`config.mk`:
```
export PLATFORM = sky130hd
export DESIGN_NAME = comparator_interrupt_aggregator
export DESIGN_NICKNAME = d
export VERILOG_FILES = /design/src/rtl/cmp_pkg.sv /design/src/rtl/cmp_debounce.sv /design/src/rtl/cmp_first_latch.sv /design/src/rtl/cmp_aggregator.sv
export SDC_FILE = /design/constraint.sdc
export NUM_CORES = 1
export LEC_CHECK = 0
export ABC_AREA = 1
export BUFFER_PORTS_ARGS = -buffer_cell sky130_fd_sc_hd__buf_4
export CAP_MARGIN = 25
export CELL_PAD_IN_SITES_DETAIL_PLACEMENT = 0
export CELL_PAD_IN_SITES_GLOBAL_PLACEMENT = 1
export CORE_MARGIN = 3
export CORE_UTILIZATION = 30
export CTS_BUF_LIST = sky130_fd_sc_hd__clkbuf_16
export DETAILED_ROUTE_END_ITERATION = 8
export GPL_TIMING_DRIVEN = 0
export PLACE_DENSITY = 0.69
export SLEW_MARGIN = 20
export SYNTH_ARGS = -nofsm -noshare
export SYNTH_HDL_FRONTEND = slang
export SYNTH_SLANG_ARGS = --single-unit
```
`constraint.sdc`:
```
create_clock -name CORE_CLK -period 2.4 [get_ports CORE_CLK]
set_input_delay 0.48 -clock CORE_CLK [delete_from_list [all_inputs] [get_ports CORE_CLK]]
set_output_delay 0.48 -clock CORE_CLK [all_outputs]
set_load 0.05 [all_outputs]
```
`src/rtl/cmp_pkg.sv`:
```
// shared constants and types for the comparator interrupt aggregator.
// assumes a 100 MHz core clock; the other files use it as cmp_pkg::name.
package cmp_pkg;

	// channel count
	localparam int NCH = 16;

	// clock and debounce timing
	localparam real CLK_MHZ = 100.0;
	localparam real DEB_STEP_US = 6.4;
	localparam real DEB_MIN_US = 12.8;
	localparam real DEB_MAX_S = 0.41943045;
	localparam int STEP_CYCLES = $rtoi(DEB_STEP_US * CLK_MHZ);
	localparam logic [15:0] DEB_MIN_STEPS =
		16'($rtoi(DEB_MIN_US / DEB_STEP_US));
	// longest time needs one count past 16 bits, so saturate the setting
	localparam int DEB_MAX_RAW = $rtoi(DEB_MAX_S * 1.0e6 / DEB_STEP_US);
	localparam logic [15:0] DEB_MAX_STEPS =
		(DEB_MAX_RAW > 32'h0000ffff) ? 16'hffff : 16'(DEB_MAX_RAW);

	// register offsets inside the 64-byte logical-address space
	localparam logic [5:0] OFF_RAW = 6'h20;
	localparam logic [5:0] OFF_MASKED = 6'h28;
	localparam logic [5:0] OFF_FIRST = 6'h30;

	// a16 decode: top two bits set, logical address in bits 13:6
	localparam logic [1:0] A16_TOP = 2'h3;
	localparam int LA_LSB = 6;

	// reset values
	localparam logic [7:0] LA_RST = 8'hff;
	localparam logic [15:0] INV_RST = 16'h0000;
	localparam logic [15:0] EN_RST = 16'h0000;
	localparam logic [15:0] DEB_RST = DEB_MIN_STEPS;

	// word-serial query selector
	typedef enum logic [1:0] {
		WS_RAW = 2'b00,
		WS_MASKED = 2'b01,
		WS_FIRST = 2'b10,
		WS_NONE = 2'b11
	} ws_sel_e;

	// host configuration write selector
	typedef enum logic [1:0] {
		CFG_INVERT = 2'b00,
		CFG_ENABLE = 2'b01,
		CFG_DEBOUNCE = 2'b10,
		CFG_SPARE = 2'b11
	} cfg_sel_e;

	// configuration set: per-channel invert and enable bits, one debounce limit shared by all channels
	typedef struct packed {
		logic [15:0] inv;
		logic [15:0] en;
		logic [15:0] deb;
	} cfg_s;

	// one read answer
	typedef struct packed {
		logic valid;
		logic [15:0] data;
	} rsp_s;

endpackage

```
`src/rtl/cmp_debounce.sv`:
```
// one channel of digital debounce with a step prescaler.
// assumes din is synchronous to core_clk and lim is at least two steps.
module cmp_debounce #(
	parameter int STEP_CYCLES = cmp_pkg::STEP_CYCLES
) (
	// clock and reset
	input wire logic core_clk,
	input wire logic rst_b,
	// level in, step limit, level out
	input wire logic din,
	input wire logic [15:0] lim,
	output logic dout
);

	localparam int SUB_W = (STEP_CYCLES > 1) ? $clog2(STEP_CYCLES) : 1;
	localparam logic [SUB_W-1:0] SUB_LAST = SUB_W'(STEP_CYCLES - 1);

	logic out_q, out_d;
	logic [SUB_W-1:0] sub_q, sub_d;
	logic [15:0] step_q, step_d;
	logic last;

	always_comb begin
		out_d = out_q;
		sub_d = '0;
		step_d = '0;
		last = 1'b0;
		if (din != out_q) begin
			last = (sub_q == SUB_LAST) && (step_q == lim - 16'h0001);
			sub_d = (sub_q == SUB_LAST) ? '0 : sub_q + SUB_W'(1);
			step_d = (sub_q == SUB_LAST) ? step_q + 16'h0001 : step_q;
			if (last) begin
				out_d = din;
				sub_d = '0;
				step_d = '0;
			end
		end
	end

	// state registers
	always_ff @(posedge core_clk) begin
		if (!rst_b) begin
			out_q <= 1'b0;
			sub_q <= '0;
			step_q <= '0;
		end else begin
			out_q <= out_d;
			sub_q <= sub_d;
			step_q <= step_d;
		end
	end

	assign dout = out_q;
endmodule

```
`src/rtl/cmp_first_latch.sv`:
```
// first-trip record: keeps the channels that tripped first until cleared.
// assumes clr is a one-cycle pulse from a read of the record.
module cmp_first_latch #(
	parameter int NCH = cmp_pkg::NCH
) (
	// clock and reset
	input wire logic core_clk,
	input wire logic rst_b,
	// masked levels and read-clear
	input wire logic [NCH-1:0] masked,
	input wire logic clr,
	output logic [NCH-1:0] rec
);

	logic [NCH-1:0] prev_q, prev_d;
	logic [NCH-1:0] rec_q, rec_d;
	logic [NCH-1:0] evt;

	always_comb begin
		prev_d = masked;
		evt = masked & ~prev_q;
		rec_d = rec_q;
		if (clr) begin
			rec_d = evt; // a trip in the clearing cycle is kept
		end else if (rec_q == '0) begin
			rec_d = evt;
		end
	end

	// state registers
	always_ff @(posedge core_clk) begin
		if (!rst_b) begin
			prev_q <= '0;
			rec_q <= '0;
		end else begin
			prev_q <= prev_d;
			rec_q <= rec_d;
		end
	end

	assign rec = rec_q;
endmodule

```
`src/rtl/cmp_aggregator.sv`:
```
// top of the comparator interrupt aggregator: debounce, invert, mask,
// or into one interrupt, first-trip record, register and query reads.
// assumes all inputs synchronous to CORE_CLK; the analog comparators and
// the word-serial command parser sit outside and drive the plain ports.

module comparator_interrupt_aggregator #(
	parameter int NCH = cmp_pkg::NCH,
	parameter int STEP_CYCLES = cmp_pkg::STEP_CYCLES
) (
	// clock and reset
	input wire logic CORE_CLK,
	input wire logic RST_B,
	// comparator trip levels
	input wire logic [NCH-1:0] CMP_LEVEL,
	// logical address
	input wire logic [7:0] STATIC_LA,
	input wire logic LA_SET,
	input wire logic [7:0] LA_NEW,
	output logic [7:0] LA_CURRENT,
	// a16 register reads
	input wire logic REG_RD,
	input wire logic [15:0] REG_ADDR,
	output logic REG_ACK,
	output logic [15:0] REG_RDATA,
	// word-serial queries
	input wire logic WS_QUERY,
	input wire cmp_pkg::ws_sel_e WS_SEL,
	output logic WS_VALID,
	output logic [15:0] WS_RDATA,
	// host configuration commands
	input wire logic CFG_WR,
	input wire cmp_pkg::cfg_sel_e CFG_SEL,
	input wire logic [15:0] CFG_DATA,
	// interrupt outputs
	output logic INT_LEVEL,
	output logic TRIG_PULSE,
	output logic FP_IRQ_O,
	output logic FP_IRQ_OE_B,
	output logic FP_LATCH_O,
	output logic FP_LATCH_OE_B
);

	cmp_pkg::cfg_s cfg_q, cfg_d;
	logic [7:0] la_q, la_d;
	logic la_armed_q, la_armed_d;
	cmp_pkg::rsp_s reg_q, reg_d;
	cmp_pkg::rsp_s ws_q, ws_d;
	logic irq_q, irq_d;
	logic trig_q, trig_d;
	logic [NCH-1:0] deb_state;
	logic [NCH-1:0] masked;
	logic [NCH-1:0] first_rec;
	logic reg_hit;
	logic first_clr;

	// widen a channel vector to the 16-bit data path
	function automatic logic [15:0] to_word(input logic [NCH-1:0] v);
		logic [15:0] w;
		w = '0;
		w[NCH-1:0] = v;
		return w;
	endfunction

	// clamp a debounce setting into the legal step range
	function automatic logic [15:0] clamp_steps(input logic [15:0] s);
		logic [15:0] r;
		r = s;
		if (s < cmp_pkg::DEB_MIN_STEPS) begin
			r = cmp_pkg::DEB_MIN_STEPS;
		end else if (s > cmp_pkg::DEB_MAX_STEPS) begin
			r = cmp_pkg::DEB_MAX_STEPS;
		end
		return r;
	endfunction

	for (genvar i = 0; i < NCH; i++) begin : g_ch
		cmp_debounce #(
			.STEP_CYCLES(STEP_CYCLES)
		) u_deb (
			.core_clk(CORE_CLK),
			.rst_b(RST_B),
			.din(CMP_LEVEL[i]),
			.lim(cfg_q.deb),
			.dout(deb_state[i])
		);
	end

	assign masked = (deb_state ^ cfg_q.inv[NCH-1:0]) & cfg_q.en[NCH-1:0];

	cmp_first_latch #(
		.NCH(NCH)
	) u_first (
		.core_clk(CORE_CLK),
		.rst_b(RST_B),
		.masked(masked),
		.clr(first_clr),
		.rec(first_rec)
	);

	// host configuration writes
	always_comb begin
		cfg_d = cfg_q;
		if (CFG_WR) begin
			case (CFG_SEL)
				cmp_pkg::CFG_INVERT: cfg_d.inv = CFG_DATA;
				cmp_pkg::CFG_ENABLE: cfg_d.en = CFG_DATA;
				cmp_pkg::CFG_DEBOUNCE: cfg_d.deb = clamp_steps(CFG_DATA);
				default: cfg_d = cfg_q;
			endcase
		end
	end

	// static strap after reset, dynamic set after
	always_comb begin
		la_d = la_q;
		la_armed_d = 1'b1;
		if (LA_SET) begin
			la_d = LA_NEW;
		end else if (!la_armed_q) begin
			la_d = STATIC_LA;
		end
	end

	// address decode in the logical-address space
	assign reg_hit = REG_RD && (REG_ADDR[15:14] == cmp_pkg::A16_TOP) &&
		(REG_ADDR[13:cmp_pkg::LA_LSB] == la_q);

	// either read path clears the first record
	assign first_clr = (reg_hit &&
		REG_ADDR[5:0] == cmp_pkg::OFF_FIRST) ||
		(WS_QUERY && WS_SEL == cmp_pkg::WS_FIRST);

	// register read answers
	always_comb begin
		reg_d.valid = reg_hit;
		reg_d.data = reg_q.data;
		if (reg_hit) begin
			if (REG_ADDR[5:0] == cmp_pkg::OFF_RAW) begin
				reg_d.data = to_word(deb_state);
			end else if (REG_ADDR[5:0] == cmp_pkg::OFF_MASKED) begin
				reg_d.data = to_word(masked);
			end else if (REG_ADDR[5:0] == cmp_pkg::OFF_FIRST) begin
				reg_d.data = to_word(first_rec);
			end else begin
				reg_d.data = 16'h0000;
			end
		end
	end

	always_comb begin
		ws_d.valid = WS_QUERY;
		ws_d.data = ws_q.data;
		if (WS_QUERY) begin
			case (WS_SEL)
				cmp_pkg::WS_RAW: ws_d.data = to_word(deb_state);
				cmp_pkg::WS_MASKED: ws_d.data = to_word(masked);
				cmp_pkg::WS_FIRST: ws_d.data = to_word(first_rec);
				default: ws_d.data = 16'h0000;
			endcase
		end
	end

	// or of masked channels; trigger on rise
	always_comb begin
		irq_d = |masked;
		trig_d = irq_d && !irq_q;
	end

	// all top-level state
	always_ff @(posedge CORE_CLK) begin
		if (!RST_B) begin
			cfg_q <= '{inv: cmp_pkg::INV_RST, en: cmp_pkg::EN_RST,
				deb: cmp_pkg::DEB_RST};
			la_q <= cmp_pkg::LA_RST;
			la_armed_q <= 1'b0;
			reg_q <= '0;
			ws_q <= '0;
			irq_q <= 1'b0;
			trig_q <= 1'b0;
		end else begin
			cfg_q <= cfg_d;
			la_q <= la_d;
			la_armed_q <= la_armed_d;
			reg_q <= reg_d;
			ws_q <= ws_d;
			irq_q <= irq_d;
			trig_q <= trig_d;
		end
	end

	// outputs: open collector pulls low while active
	assign INT_LEVEL = irq_q;
	assign TRIG_PULSE = trig_q;
	assign FP_IRQ_O = 1'b0;
	assign FP_IRQ_OE_B = !irq_q;
	assign FP_LATCH_O = 1'b0;
	assign FP_LATCH_OE_B = (first_rec == '0);
	assign LA_CURRENT = la_q;
	assign REG_ACK = reg_q.valid;
	assign REG_RDATA = reg_q.data;
	assign WS_VALID = ws_q.valid;
	assign WS_RDATA = ws_q.data;
endmodule

```
==> results of run 1 <==
## per-layer routing
metal | track usage | up-vias
met5 | 0 | -
met4 | 0.0827 | 0
met3 | 0.0428 | 213
met2 | 0.316 | 776
met1 | 0.273 | 13600
li1 | - | 14800
## repair_timing
item,4_1_cts,5_1_grt
gates cloned,20,7
buffers inserted,128,77
resized for setup,305,259
hold buffers,0,0
endpoints found under the setup margin,273,287
pin swaps,70,120
## cell type report
cell class | instances | area, sq um | area share
Clock inverter | 44 | 205 | 0.00530
Antenna cell | 3 | 7.51 | 0.000194
Tap cell | 1287 | 1610 | 0.0416
Inverter | 620 | 2340 | 0.0604
Timing Repair Buffer | 336 | 3480 | 0.0897
Buffer | 88 | 967 | 0.0250
Sequential cell | 557 | 11200 | 0.288
Multi-Input combinational cell | 3210 | 17200 | 0.444
Clock buffer | 70 | 1750 | 0.0452
## state kept, by name, indices dropped and copies added, names as in the netlist
name               count
INT_LEVEL              1
g_ch.u_deb.step_q    256
cfg_q                 48
la_armed_q             1
REG_RDATA             16
WS_RDATA              16
g_ch.u_deb.sub_q     160
LA_CURRENT             8
WS_VALID               1
g_ch.u_deb.dout       16
u_first.rec           16
REG_ACK                1
TRIG_PULSE             1
u_first.prev_q        16
## stage by stage
stage / hold slack, ns / cell area, sq um / TNS, ns / power (uW) / cells
after global placement: 0.431 / 32400 / -406.30 / 12700 / 5883
final: 0.0760 / 38700 / -24.66 / 23000 / 6215
after global routing: 0.0356 / 38700 / -49.68 / 23900 / 6214
after CTS: 0.0381 / 37300 / -37.35 / 22900 / 6145
after detailed placement: 0.436 / 32400 / -362.67 / 12700 / 5883
after floorplan: 0.418 / 29900 / -0.103 / 11600 / 4478
## kinds of logic (layout without fill, tap and decap cells)
family | count (synthesis) | count (layout) | synth area share
xor+xnor | 281 | 281 | 0.0823
buf+inv | 713 | 1158 | 0.0975
mux | 3 | 3 | 0.00109
other cells | 1 | 5 | 0.000125
simple gates | 2559 | 2561 | 0.371
flops | 557 | 557 | 0.373
compound gates | 330 | 330 | 0.0607
fa+ha+maj | 33 | 33 | 0.0138
## report_power, final
part / total, uW / switching, uW / internal, uW
Combinational: 3970 / 2500 / 1470
Clock: 9440 / 4190 / 5250
Sequential: 9570 / 114 / 9460
## placed cells by master (no fill, tap or decap), types with 33 or more instances in the layout
| cell type | n |
|---|---|
| a21oi_1 | 128 |
| buf_12 | 51 |
| buf_4 | 237 |
| buf_6 | 59 |
| clkbuf_1 | 33 |
| clkbuf_16 | 78 |
| dfxtp_1 | 549 |
| inv_1 | 629 |
| nand2_1 | 983 |
| nand2_2 | 67 |
| nand2_4 | 44 |
| nand3_1 | 273 |
| nand4_1 | 71 |
| nor2_1 | 653 |
| nor2_2 | 174 |
| nor2_4 | 51 |
| nor3_1 | 106 |
| nor4_1 | 34 |
| o21ai_0 | 122 |
| xnor2_1 | 42 |
| xor2_1 | 239 |
## worst paths after layout
path              cells past startpoint  slack [ns]                    start                       to
hold / removal                        1        0.08                    RST_B               la_armed_q
setup / recovery                     15       -0.19                 cfg_q[2]  g_ch[2].u_deb.step_q[9]
setup reg to reg                     15       -0.19                 cfg_q[2]  g_ch[2].u_deb.step_q[9]
hold reg to reg                       1        0.44  g_ch[15].u_deb.sub_q[0]  g_ch[15].u_deb.sub_q[0]
==> metrics.csv, run 1 <==
stage,metric,value,unit
yosys,Post-synth EDFFs,0,
setup_path,CP Cell Sequence,"nor2_4, nand2_8, nor2_4, nand2_4, buf_4, nand3_1, nand2_1, nor2_1, nand2_1, nor2_4, nand2_2, nand2_4, buf_12, buf_16, nor2_2",
detailed_routing,WL met2,47600,um
yosys,"FF+latch count, synth",557,
sta,Fin Clk Skew,0.0277,ns
setup_path,Worst path max stage delay,0.39,ns
detailed_routing,DRC viols,0,
setup_path,Crit Path Class,flop to flop,
yosys,synthesized cell area,29900,sq um
min_path,Worst Hold Class,primary input to flop,
placement,Detail Placement HPWL,73500,um
setup_path,Worst EP required,2.90,ns
cts,CTS H-Tree Depth,3,
yosys,most frequent cells after synthesis,"1068 x nand2_1, 767 x nor2_1, 616 x inv_1, 557 x dfxtp_1, 300 x nand3_1",
run,Max Cap Viol,0,
detailed_routing,Max Used Layer,met4,
sta,final-report hold violation count,0,
setup_path,CP max-delay cell,dfxtp_4,
floorplan,Ports,122,
setup_path,Top Family by Delay on Critical Path,simple AND/OR/NAND/NOR gates,
yosys,Synth area leaders,"dfxtp_1 37%, nand2_1 13%, nor2_1 9.6%",
cts,clock buffer depth,3,
cts,clock latency on the worst-skew pair,0.61,ns
sta,Slew @ Worst Pin,0.926,ns
yosys,Syn. warnings,0,
layout,P&R area growth vs syn,29.6,%
sta,Highest Clock Rate,0.386,GHz
detailed_routing,DR WL/cell,17.6,um
yosys,Synth cell types,51,
detailed_routing,Metal-1 WL,48700,um
layout,layout cell share with drive strength beyond 1,0.183,
setup_path,Worst EP arrival,3.09,ns
grt,vias in the first global route,26900,
sta,endpoints failing setup,264,
floorplan,Initial Utilization,0.303,
floorplan,die area,103000,sq um
yosys,register area share after synthesis,0.373,
sta,RSZ-0062 raised after global routing,true,
yosys,most numerous cell in the Yosys netlist,nand2_1,
floorplan,Die X,322,um
sta,"Slew Viols, Final",0,
pwr,Lkg Pwr,0.0154,uW
cts,CTS clock-pin slew for the worst setup and hold paths,0.06,ns
detailed_routing,DR vias/cell,4.73,
sta,period utilization,1.08,
setup_path,startpoint types,flop,
layout,fin nets,4988,
yosys,Syn Area/Cell,6.68,sq um
detailed_routing,Pre-antenna DRT Iters,5,
placement,port bufs,118,
cts,CTS tree,yes,
status,failing checks,setup timing,
cts,number of clock sinks,557,
setup_path,crit-path max FO,10,
setup_path,CP Buf/Inv Count,3,
grt,initial antenna violation count,5,
detailed_routing,DR iter-0 viols,2217,
grt,global-route usage over all layers,0.203,
yosys,Syn Inst Count,4477,
pwr,worst vdd ir,0.444,mV
setup_path,"most used cell, CP",nor2_4,
grt,aggregate global routing overflow,0,
sta,Final WS setup,-0.188,ns
sta,Slew headroom,0.377,
layout,"Core Util, Final",0.393,
placement,Final GP Congestion,0.883,
setup_path,Worst Setup End Kind,flop,
grt,largest net degree at the start of global routing,13,
detailed_routing,WL met3,8030,um
yosys,"area leader, netlist",dfxtp_1,
layout,Fillers,10300,
grt,first-pass GRT wire length,160000,um
cts,Root Buffer,clkbuf_16,
detailed_routing,Detail Route Antenna Nets,0,
yosys,post-synthesis async set-or-reset flop share,0,
floorplan,Site Rows,115,
floorplan,die height,322,um
detailed_routing,final wirelength,109000,um
placement,pre-CTS WS,-1.51,ns
status,status,"finished, violations left",
yosys,top cell type's share of synthesized area,0.373,
floorplan,core area,98600,sq um
sta,Tmin final,2.59,ns
yosys,Most used DFF post-synth,dfxtp_1,
detailed_routing,via count,29400,
cts,total CTS buffers,68,
pwr,PD cells,593,nW/um^2
Note: power is estimated with default switching activity, not from simulation.
==> run 2, diff against run 1 <==
- HOLD_SLACK_MARGIN: default -> 0.08
==> metrics.csv, run 2 (synthesized netlist as in run 1, its figures left out) <==
stage,metric,value,unit,change
sta,Slew @ Worst Pin,0.900,ns,-0.0255 ns
layout,max FFs per register,256,,unchanged
detailed_routing,DRC viols,0,,unchanged
sta,endpoints failing setup,265,,+0.38%
layout,Fillers,10300,,-0.048%
pwr,sequential share of power,0.416,,about the same
placement,placed inst area,32400,sq um,unchanged
cts,number of clock sinks,557,,unchanged
detailed_routing,DR WL/cell,17.6,um,+0.13%
sta,Final WS setup,-0.182,ns,+0.00550 ns
sta,Highest Clock Rate,0.387,GHz,+0.21%
placement,Final GP Congestion,0.883,,unchanged
floorplan,die height,322,um,unchanged
pwr,Lkg Pwr,0.0154,uW,+0.15%
setup_path,Worst Setup End Kind,flop,,
sta,period utilization,1.08,,-0.00229
cts,total CTS buffers,68,,unchanged
cts,clock latency on the worst-skew pair,0.61,ns,about the same
grt,first-pass GRT wire length,160000,um,about the same
pwr,Gate power share,0.173,,about the same
sta,Slew headroom,0.394,,+0.0171
grt,largest net degree at the start of global routing,13,,unchanged
cts,clock buffer depth,3,,unchanged
min_path,Worst Hold Class,primary input to flop,,
detailed_routing,DR iter-0 viols,2266,,+2.2%
sta,Fin Clk Skew,0.0255,ns,-0.00221 ns
layout,P&R area growth vs syn,29.8,%,
layout,most frequent cells in the layout,"983 x nand2_1, 653 x nor2_1, 629 x inv_1",,
pwr,Sw Ratio,0.296,,+0.000356
sta,"Slew Viols, Final",0,,unchanged
setup_path,Worst EP required,2.91,ns,about the same
cts,CTS tree,yes,,
layout,fin nets,4994,,+0.12%
floorplan,Initial Utilization,0.303,,unchanged
grt,vias in the first global route,27000,,+0.13%
grt,global-route usage over all layers,0.203,,about the same
pwr,PD cells,593,nW/um^2,about the same
sta,final-report hold violation count,0,,unchanged
detailed_routing,DR vias/cell,4.75,,+0.39%
floorplan,Die X,322,um,unchanged
grt,initial antenna violation count,5,,unchanged
setup_path,Worst EP arrival,3.09,ns,about the same
grt,aggregate global routing overflow,0,,unchanged
layout,layout cell share with drive strength beyond 1,0.183,,-0.000223
setup_path,startpoint types,flop,,
floorplan,Ports,122,,unchanged
cts,CTS H-Tree Depth,3,,unchanged
floorplan,core area,98600,sq um,unchanged
placement,port bufs,118,,unchanged
floorplan,die area,103000,sq um,unchanged
detailed_routing,Detail Route Antenna Nets,0,,unchanged
detailed_routing,via count,29500,,+0.47%
detailed_routing,Pre-antenna DRT Iters,6,,+1
status,status,"finished, violations left",,
sta,RSZ-0062 raised after global routing,true,,
setup_path,CP max-delay cell,dfxtp_4,,
sta,Tmin final,2.58,ns,-0.00550 ns
placement,pre-CTS WS,-1.51,ns,unchanged
detailed_routing,final wirelength,110000,um,+0.21%
pwr,Psw,6820,uW,+0.22%
status,failing checks,setup timing,,
cts,CTS clock-pin slew for the worst setup and hold paths,0.06,ns,about the same
setup_path,Crit Path Class,flop to flop,,
pwr,clock network power share,0.411,,about the same
layout,Largest Register,g_ch.u_deb.step_q,,
placement,Detail Placement HPWL,73500,um,unchanged
cts,Root Buffer,clkbuf_16,,
setup_path,CP Cell Sequence,"inv_8, buf_12, ha_4, buf_6, inv_6, nor2_4, nand2_1, nand2_2, nand2_4, clkbuf_16, nand2_1, nand3_1, nor2_4, nand2_2, nand2_4, buf_12, buf_16, nor2_2",,
layout,post-route cell area,38800,sq um,+0.15%
floorplan,Site Rows,115,,unchanged
layout,"most common cell after layout, fill and taps aside",nand2_1,,
pwr,worst vdd ir,0.444,mV,about the same
setup_path,Worst path max stage delay,0.37,ns,-0.02 ns
layout,biggest regs,"g_ch.u_deb.step_q x256, g_ch.u_deb.sub_q x160, cfg_q x48",,
setup_path,crit-path max FO,6,,-4
run,Max Cap Viol,0,,unchanged
pwr,Int Power,16200,uW,about the same
==> run 2: worst max-delay path, delay by kind of cell, from the launching register on <==
family | cells | cell delay, ns
AND/OR/NAND/NOR | 10 | 1.07
adder cells (fa/ha/maj) | 1 | 0.21
flip-flops | 1 | 0.37
buffers and inverters | 7 | 0.78
==> run 2: path summary, 6_finish.rpt <==
| check | start | to | slack, ns | depth (start not counted) |
|---|---|---|---|---|
| worst max register to register | cfg_q[0] | g_ch[2].u_deb.step_q[12] | -0.18 | 18 |
| worst min-delay path | LA_NEW[2] | LA_CURRENT[2] | 0.12 | 3 |
| worst max-delay path | cfg_q[0] | g_ch[2].u_deb.step_q[12] | -0.18 | 18 |
| worst min register to register | g_ch[15].u_deb.sub_q[0] | g_ch[15].u_deb.sub_q[0] | 0.44 | 1 |
==> run 2: power by group through the flow <==
stage	combinational, uW	clock [uW]	sequential [uW]
floorplan	1820	0	9820
global placement	2970	0	9760
detailed placement	2980	0	9760
CTS	3660	9720	9570
global route	4280	10100	9590
finish	3990	9450	9570
==> run 2: per-layer routing <==
metal / track usage / vias up / wire length (um)
li1: - / 14900 / -
met1: 0.273 / 13700 / 49200
met2: 0.316 / 768 / 47600
met3: 0.0428 / 222 / 7650
met4: 0.0827 / 0 / 5040
met5: 0 / - / 0
==> run 2: final cells by class <==
| class | instances | area [sq um] | area share |
|---|---|---|---|
| clock inverters | 44 | 205 | 0.00529 |
| plain buffers | 88 | 967 | 0.0249 |
| clock buffers | 70 | 1750 | 0.0451 |
| diodes | 2 | 5.00 | 0.000129 |
| inverters | 620 | 2340 | 0.0603 |
| well taps | 1287 | 1610 | 0.0415 |
| multi-input cells | 3210 | 17200 | 0.444 |
| repair buffers | 342 | 3540 | 0.0912 |
| flip-flops and latches | 557 | 11200 | 0.288 |
==> run 2: repair_timing <==
action | in CTS | in global routing
buffers inserted | 128 | 77
pin swaps | 70 | 120
setup endpoints to repair | 273 | 287
gates cloned | 20 | 7
endpoints found under the hold margin | 4 | 0
resized for setup | 305 | 259
hold buffers | 6 | 0
==> run 2: metrics by stage <==
stage	utilization	hold slack, ns	cells	TNS, ns	power, uW
finish	0.394	0.119	6220	-27.09	23000
global route	0.394	0.0984	6220	-49.68	23900
CTS	0.379	0.0829	6151	-37.35	22900
detailed placement	0.329	0.436	5883	-362.67	12700
global placement	0.329	0.431	5883	-406.30	12700
floorplan	-	0.418	4478	-0.103	11600
==> run 3, diff against run 2 <==
- ABC_AREA: 1 -> default
- PLACE_DENSITY: 0.69 -> 0.66
==> metrics.csv, run 3 <==
stage,metric,value,unit,change
yosys,"FF+latch count, synth",557,,unchanged
setup_path,crit-path max FO,7,,+1
yosys,synthesized cell area,29400,sq um,-1.5%
cts,clock buffer depth,3,,unchanged
floorplan,Ports,122,,unchanged
detailed_routing,Detail Route Antenna Nets,0,,unchanged
run,Max Cap Viol,0,,unchanged
layout,layout cell share with drive strength beyond 1,0.209,,+0.0260
layout,fin nets,4020,,-20%
sta,endpoints failing setup,273,,+3.0%
min_path,Worst Hold Class,primary input to flop,,
setup_path,Worst Setup End Kind,flop,,
pwr,worst vdd ir,0.464,mV,+4.6%
floorplan,Die X,319,um,-0.74%
cts,Root Buffer,clkbuf_16,,
sta,Slew @ Worst Pin,0.993,ns,+0.0931 ns
yosys,most numerous cell in the Yosys netlist,nor2_1,,
floorplan,die height,319,um,-0.74%
layout,biggest regs,"g_ch.u_deb.step_q x256, g_ch.u_deb.sub_q x160, cfg_q x48",,
grt,first-pass GRT wire length,160000,um,about the same
pwr,Lkg Pwr,0.0141,uW,-8.4%
layout,max FFs per register,256,,unchanged
layout,"most common cell after layout, fill and taps aside",dfxtp_1,,
grt,vias in the first global route,25300,,-6.0%
layout,Fillers,9798,,-5.2%
sta,Tmin final,3.44,ns,+0.860 ns
detailed_routing,DR vias/cell,5.17,,+8.8%
pwr,PD cells,573,nW/um^2,-3.4%
floorplan,Initial Utilization,0.304,,+0.000317
sta,Slew headroom,0.338,,-0.0565
sta,Final WS setup,-1.04,ns,-0.860 ns
yosys,post-synthesis async set-or-reset flop share,0,,unchanged
yosys,Post-synth EDFFs,0,,unchanged
detailed_routing,final wirelength,109000,um,-0.88%
detailed_routing,Pre-antenna DRT Iters,5,,-1
yosys,Most used DFF post-synth,dfxtp_1,,
yosys,most frequent cells after synthesis,"607 x nor2_1, 557 x dfxtp_1, 346 x xor2_1, 324 x nand2_1, 193 x xnor2_1",,
setup_path,Top Family by Delay on Critical Path,simple AND/OR/NAND/NOR gates,,
setup_path,Worst EP arrival,3.94,ns,+0.85 ns
floorplan,die area,102000,sq um,-1.5%
grt,global-route usage over all layers,0.203,,+0.000337
sta,"Slew Viols, Final",0,,unchanged
cts,CTS tree,yes,,
yosys,top cell type's share of synthesized area,0.379,,+0.00564
yosys,Synth cell types,94,,+84%
pwr,Power Total,22000,uW,-4.4%
sta,Highest Clock Rate,0.291,GHz,-25%
setup_path,Worst path max stage delay,0.55,ns,+0.18 ns
detailed_routing,via count,27100,,-8.2%
yosys,register area share after synthesis,0.379,,+0.00564
sta,RSZ-0062 raised after global routing,true,,
floorplan,Site Rows,114,,-0.87%
sta,Fin Clk Skew,0.0270,ns,+0.00151 ns
sta,final-report hold violation count,0,,unchanged
floorplan,core area,97000,sq um,-1.6%
setup_path,Worst EP required,2.90,ns,about the same
setup_path,CP Cell Sequence,"buf_12, buf_16, clkinv_4, ha_4, or3b_4, buf_12, o21ai_4, buf_8, buf_6, o211ai_1, or4_4, o31ai_4, buf_6, nor2_1",,
cts,total CTS buffers,70,,+2.9%
setup_path,CP max-delay cell,or4_4,,
grt,largest net degree at the start of global routing,13,,unchanged
detailed_routing,DR iter-0 viols,2035,,-10%
placement,port bufs,114,,-3.4%
yosys,Synth area leaders,"dfxtp_1 38%, xor2_1 10%, nor2_1 7.7%",,
yosys,Syn Inst Count,3505,,-22%
sta,period utilization,1.43,,+0.358
cts,number of clock sinks,557,,unchanged
grt,aggregate global routing overflow,0,,unchanged
yosys,Syn. warnings,0,,unchanged
layout,most frequent cells in the layout,"549 x dfxtp_1, 490 x nor2_1, 343 x xor2_1",,
setup_path,startpoint types,flop,,
cts,CTS H-Tree Depth,3,,unchanged
placement,Detail Placement HPWL,75400,um,+2.6%
status,failing checks,setup timing,,
cts,CTS clock-pin slew for the worst setup and hold paths,0.06,ns,about the same
layout,"Core Util, Final",0.396,,+0.00208
detailed_routing,DR WL/cell,20.7,um,+18%
layout,Largest Register,g_ch.u_deb.step_q,,
grt,initial antenna violation count,3,,-2
yosys,"area leader, netlist",dfxtp_1,,
cts,clock latency on the worst-skew pair,0.62,ns,about the same
placement,pre-CTS WS,-2.42,ns,-0.914 ns
status,status,"finished, violations left",,
detailed_routing,DRC viols,0,,unchanged
setup_path,Crit Path Class,flop to flop,,
setup_path,CP Buf/Inv Count,7,,unchanged
yosys,Syn Area/Cell,8.40,sq um,+26%
layout,P&R area growth vs syn,30.4,%,
placement,Final GP Congestion,0.977,,+11%
-- run 3: changes by cell type in the layout (fill, tap and decap cells not counted), moves of 58 or more --
cell | before | now
nor2_1 | 653 | 490
o21ai_0 | 122 | 44
nand2_2 | 67 | 2
nand3_1 | 273 | 165
and3_1 | 9 | 86
nor2_2 | 174 | 101
clkbuf_1 | 33 | 91
xnor2_1 | 42 | 185
nand2_1 | 983 | 320
inv_1 | 629 | 76
xor2_1 | 239 | 343
-- run 3: cell families (layout without fill, tap and decap cells) --
| kind of cell | after synthesis | in the layout | synth area share |
|---|---|---|---|
| AOI/OAI and AO/OA | 408 | 408 | 0.0969 |
| xor gates and xnor gates | 576 | 576 | 0.189 |
| adders and majority gates | 34 | 34 | 0.0144 |
| buffers and inverters | 250 | 712 | 0.0348 |
| DFF | 557 | 557 | 0.379 |
| muxes | 65 | 65 | 0.0225 |
| other | 1 | 4 | 0.000127 |
| and+or+nand+nor | 1614 | 1614 | 0.264 |
-- run 3: power breakdown --
group | switching (uW) | leakage (uW) | internal [uW]
registers | 65.5 | 0.00450 | 9330
logic | 1510 | 0.00854 | 993
clock network | 4220 | 0.00111 | 5880
total | 5800 | 0.0141 | 16200
-- run 3: metal layers --
| layer | part of all wire | vias up | global-route usage |
|---|---|---|---|
| li1 | - | 12900 | - |
| met1 | 0.44 | 12900 | 0.273 |
| met2 | 0.43 | 961 | 0.311 |
| met3 | 0.080 | 314 | 0.0432 |
| met4 | 0.055 | 2 | 0.0951 |
| met5 | 0.00048 | - | 0 |
-- run 3: through the flow --
step	TNS, ns	std cells	cell area [sq um]	hold WS, ns
after floorplan	-204.55	3506	29800	0.413
after global placement	-635.82	4896	32300	0.423
after detailed placement	-534.38	4910	32500	0.432
after CTS	-238.58	5173	36700	0.0962
after global routing	-263.20	5245	38400	0.128
final	-244.15	5246	38400	0.138
-- run 3: worst min-delay path: stages --
cell	delay (ns)
buf_4	0.13
nand2_1	0.05
a21oi_1	0.05
-- run 3: path summary, 6_finish.rpt --
| kind | startpoint | endpoint | slack (ns) | depth (start not counted) |
|---|---|---|---|---|
| worst min-delay path | CFG_DATA[4] | cfg_q[36] | 0.14 | 3 |
| worst min register to register | g_ch[11].u_deb.sub_q[0] | g_ch[11].u_deb.sub_q[0] | 0.44 | 1 |
| worst max-delay path | cfg_q[0] | g_ch[4].u_deb.step_q[5] | -1.04 | 14 |
| worst max register to register | cfg_q[0] | g_ch[4].u_deb.step_q[5] | -1.04 | 14 |
-- run 3: area by class of cell --
cell class,count,area [sq um],share of cell area
antenna,2,5.00,0.000130
buffer,175,1240,0.0322
clock buffer,74,1850,0.0482
clock inverter,53,328,0.00854
inverter,65,250,0.00652
multi-input combinational,2699,18800,0.489
sequential,557,11200,0.291
tap,1276,1600,0.0416
timing repair buffer,345,3170,0.0827
-- run 3: timing repair --
item,4_1_cts,5_1_grt
endpoints found under the hold margin,9,0
setup buffers,127,64
endpoints found under the setup margin,274,292
cloned,8,12
pin swaps,89,125
gates resized for setup,218,310
hold buffers,9,0
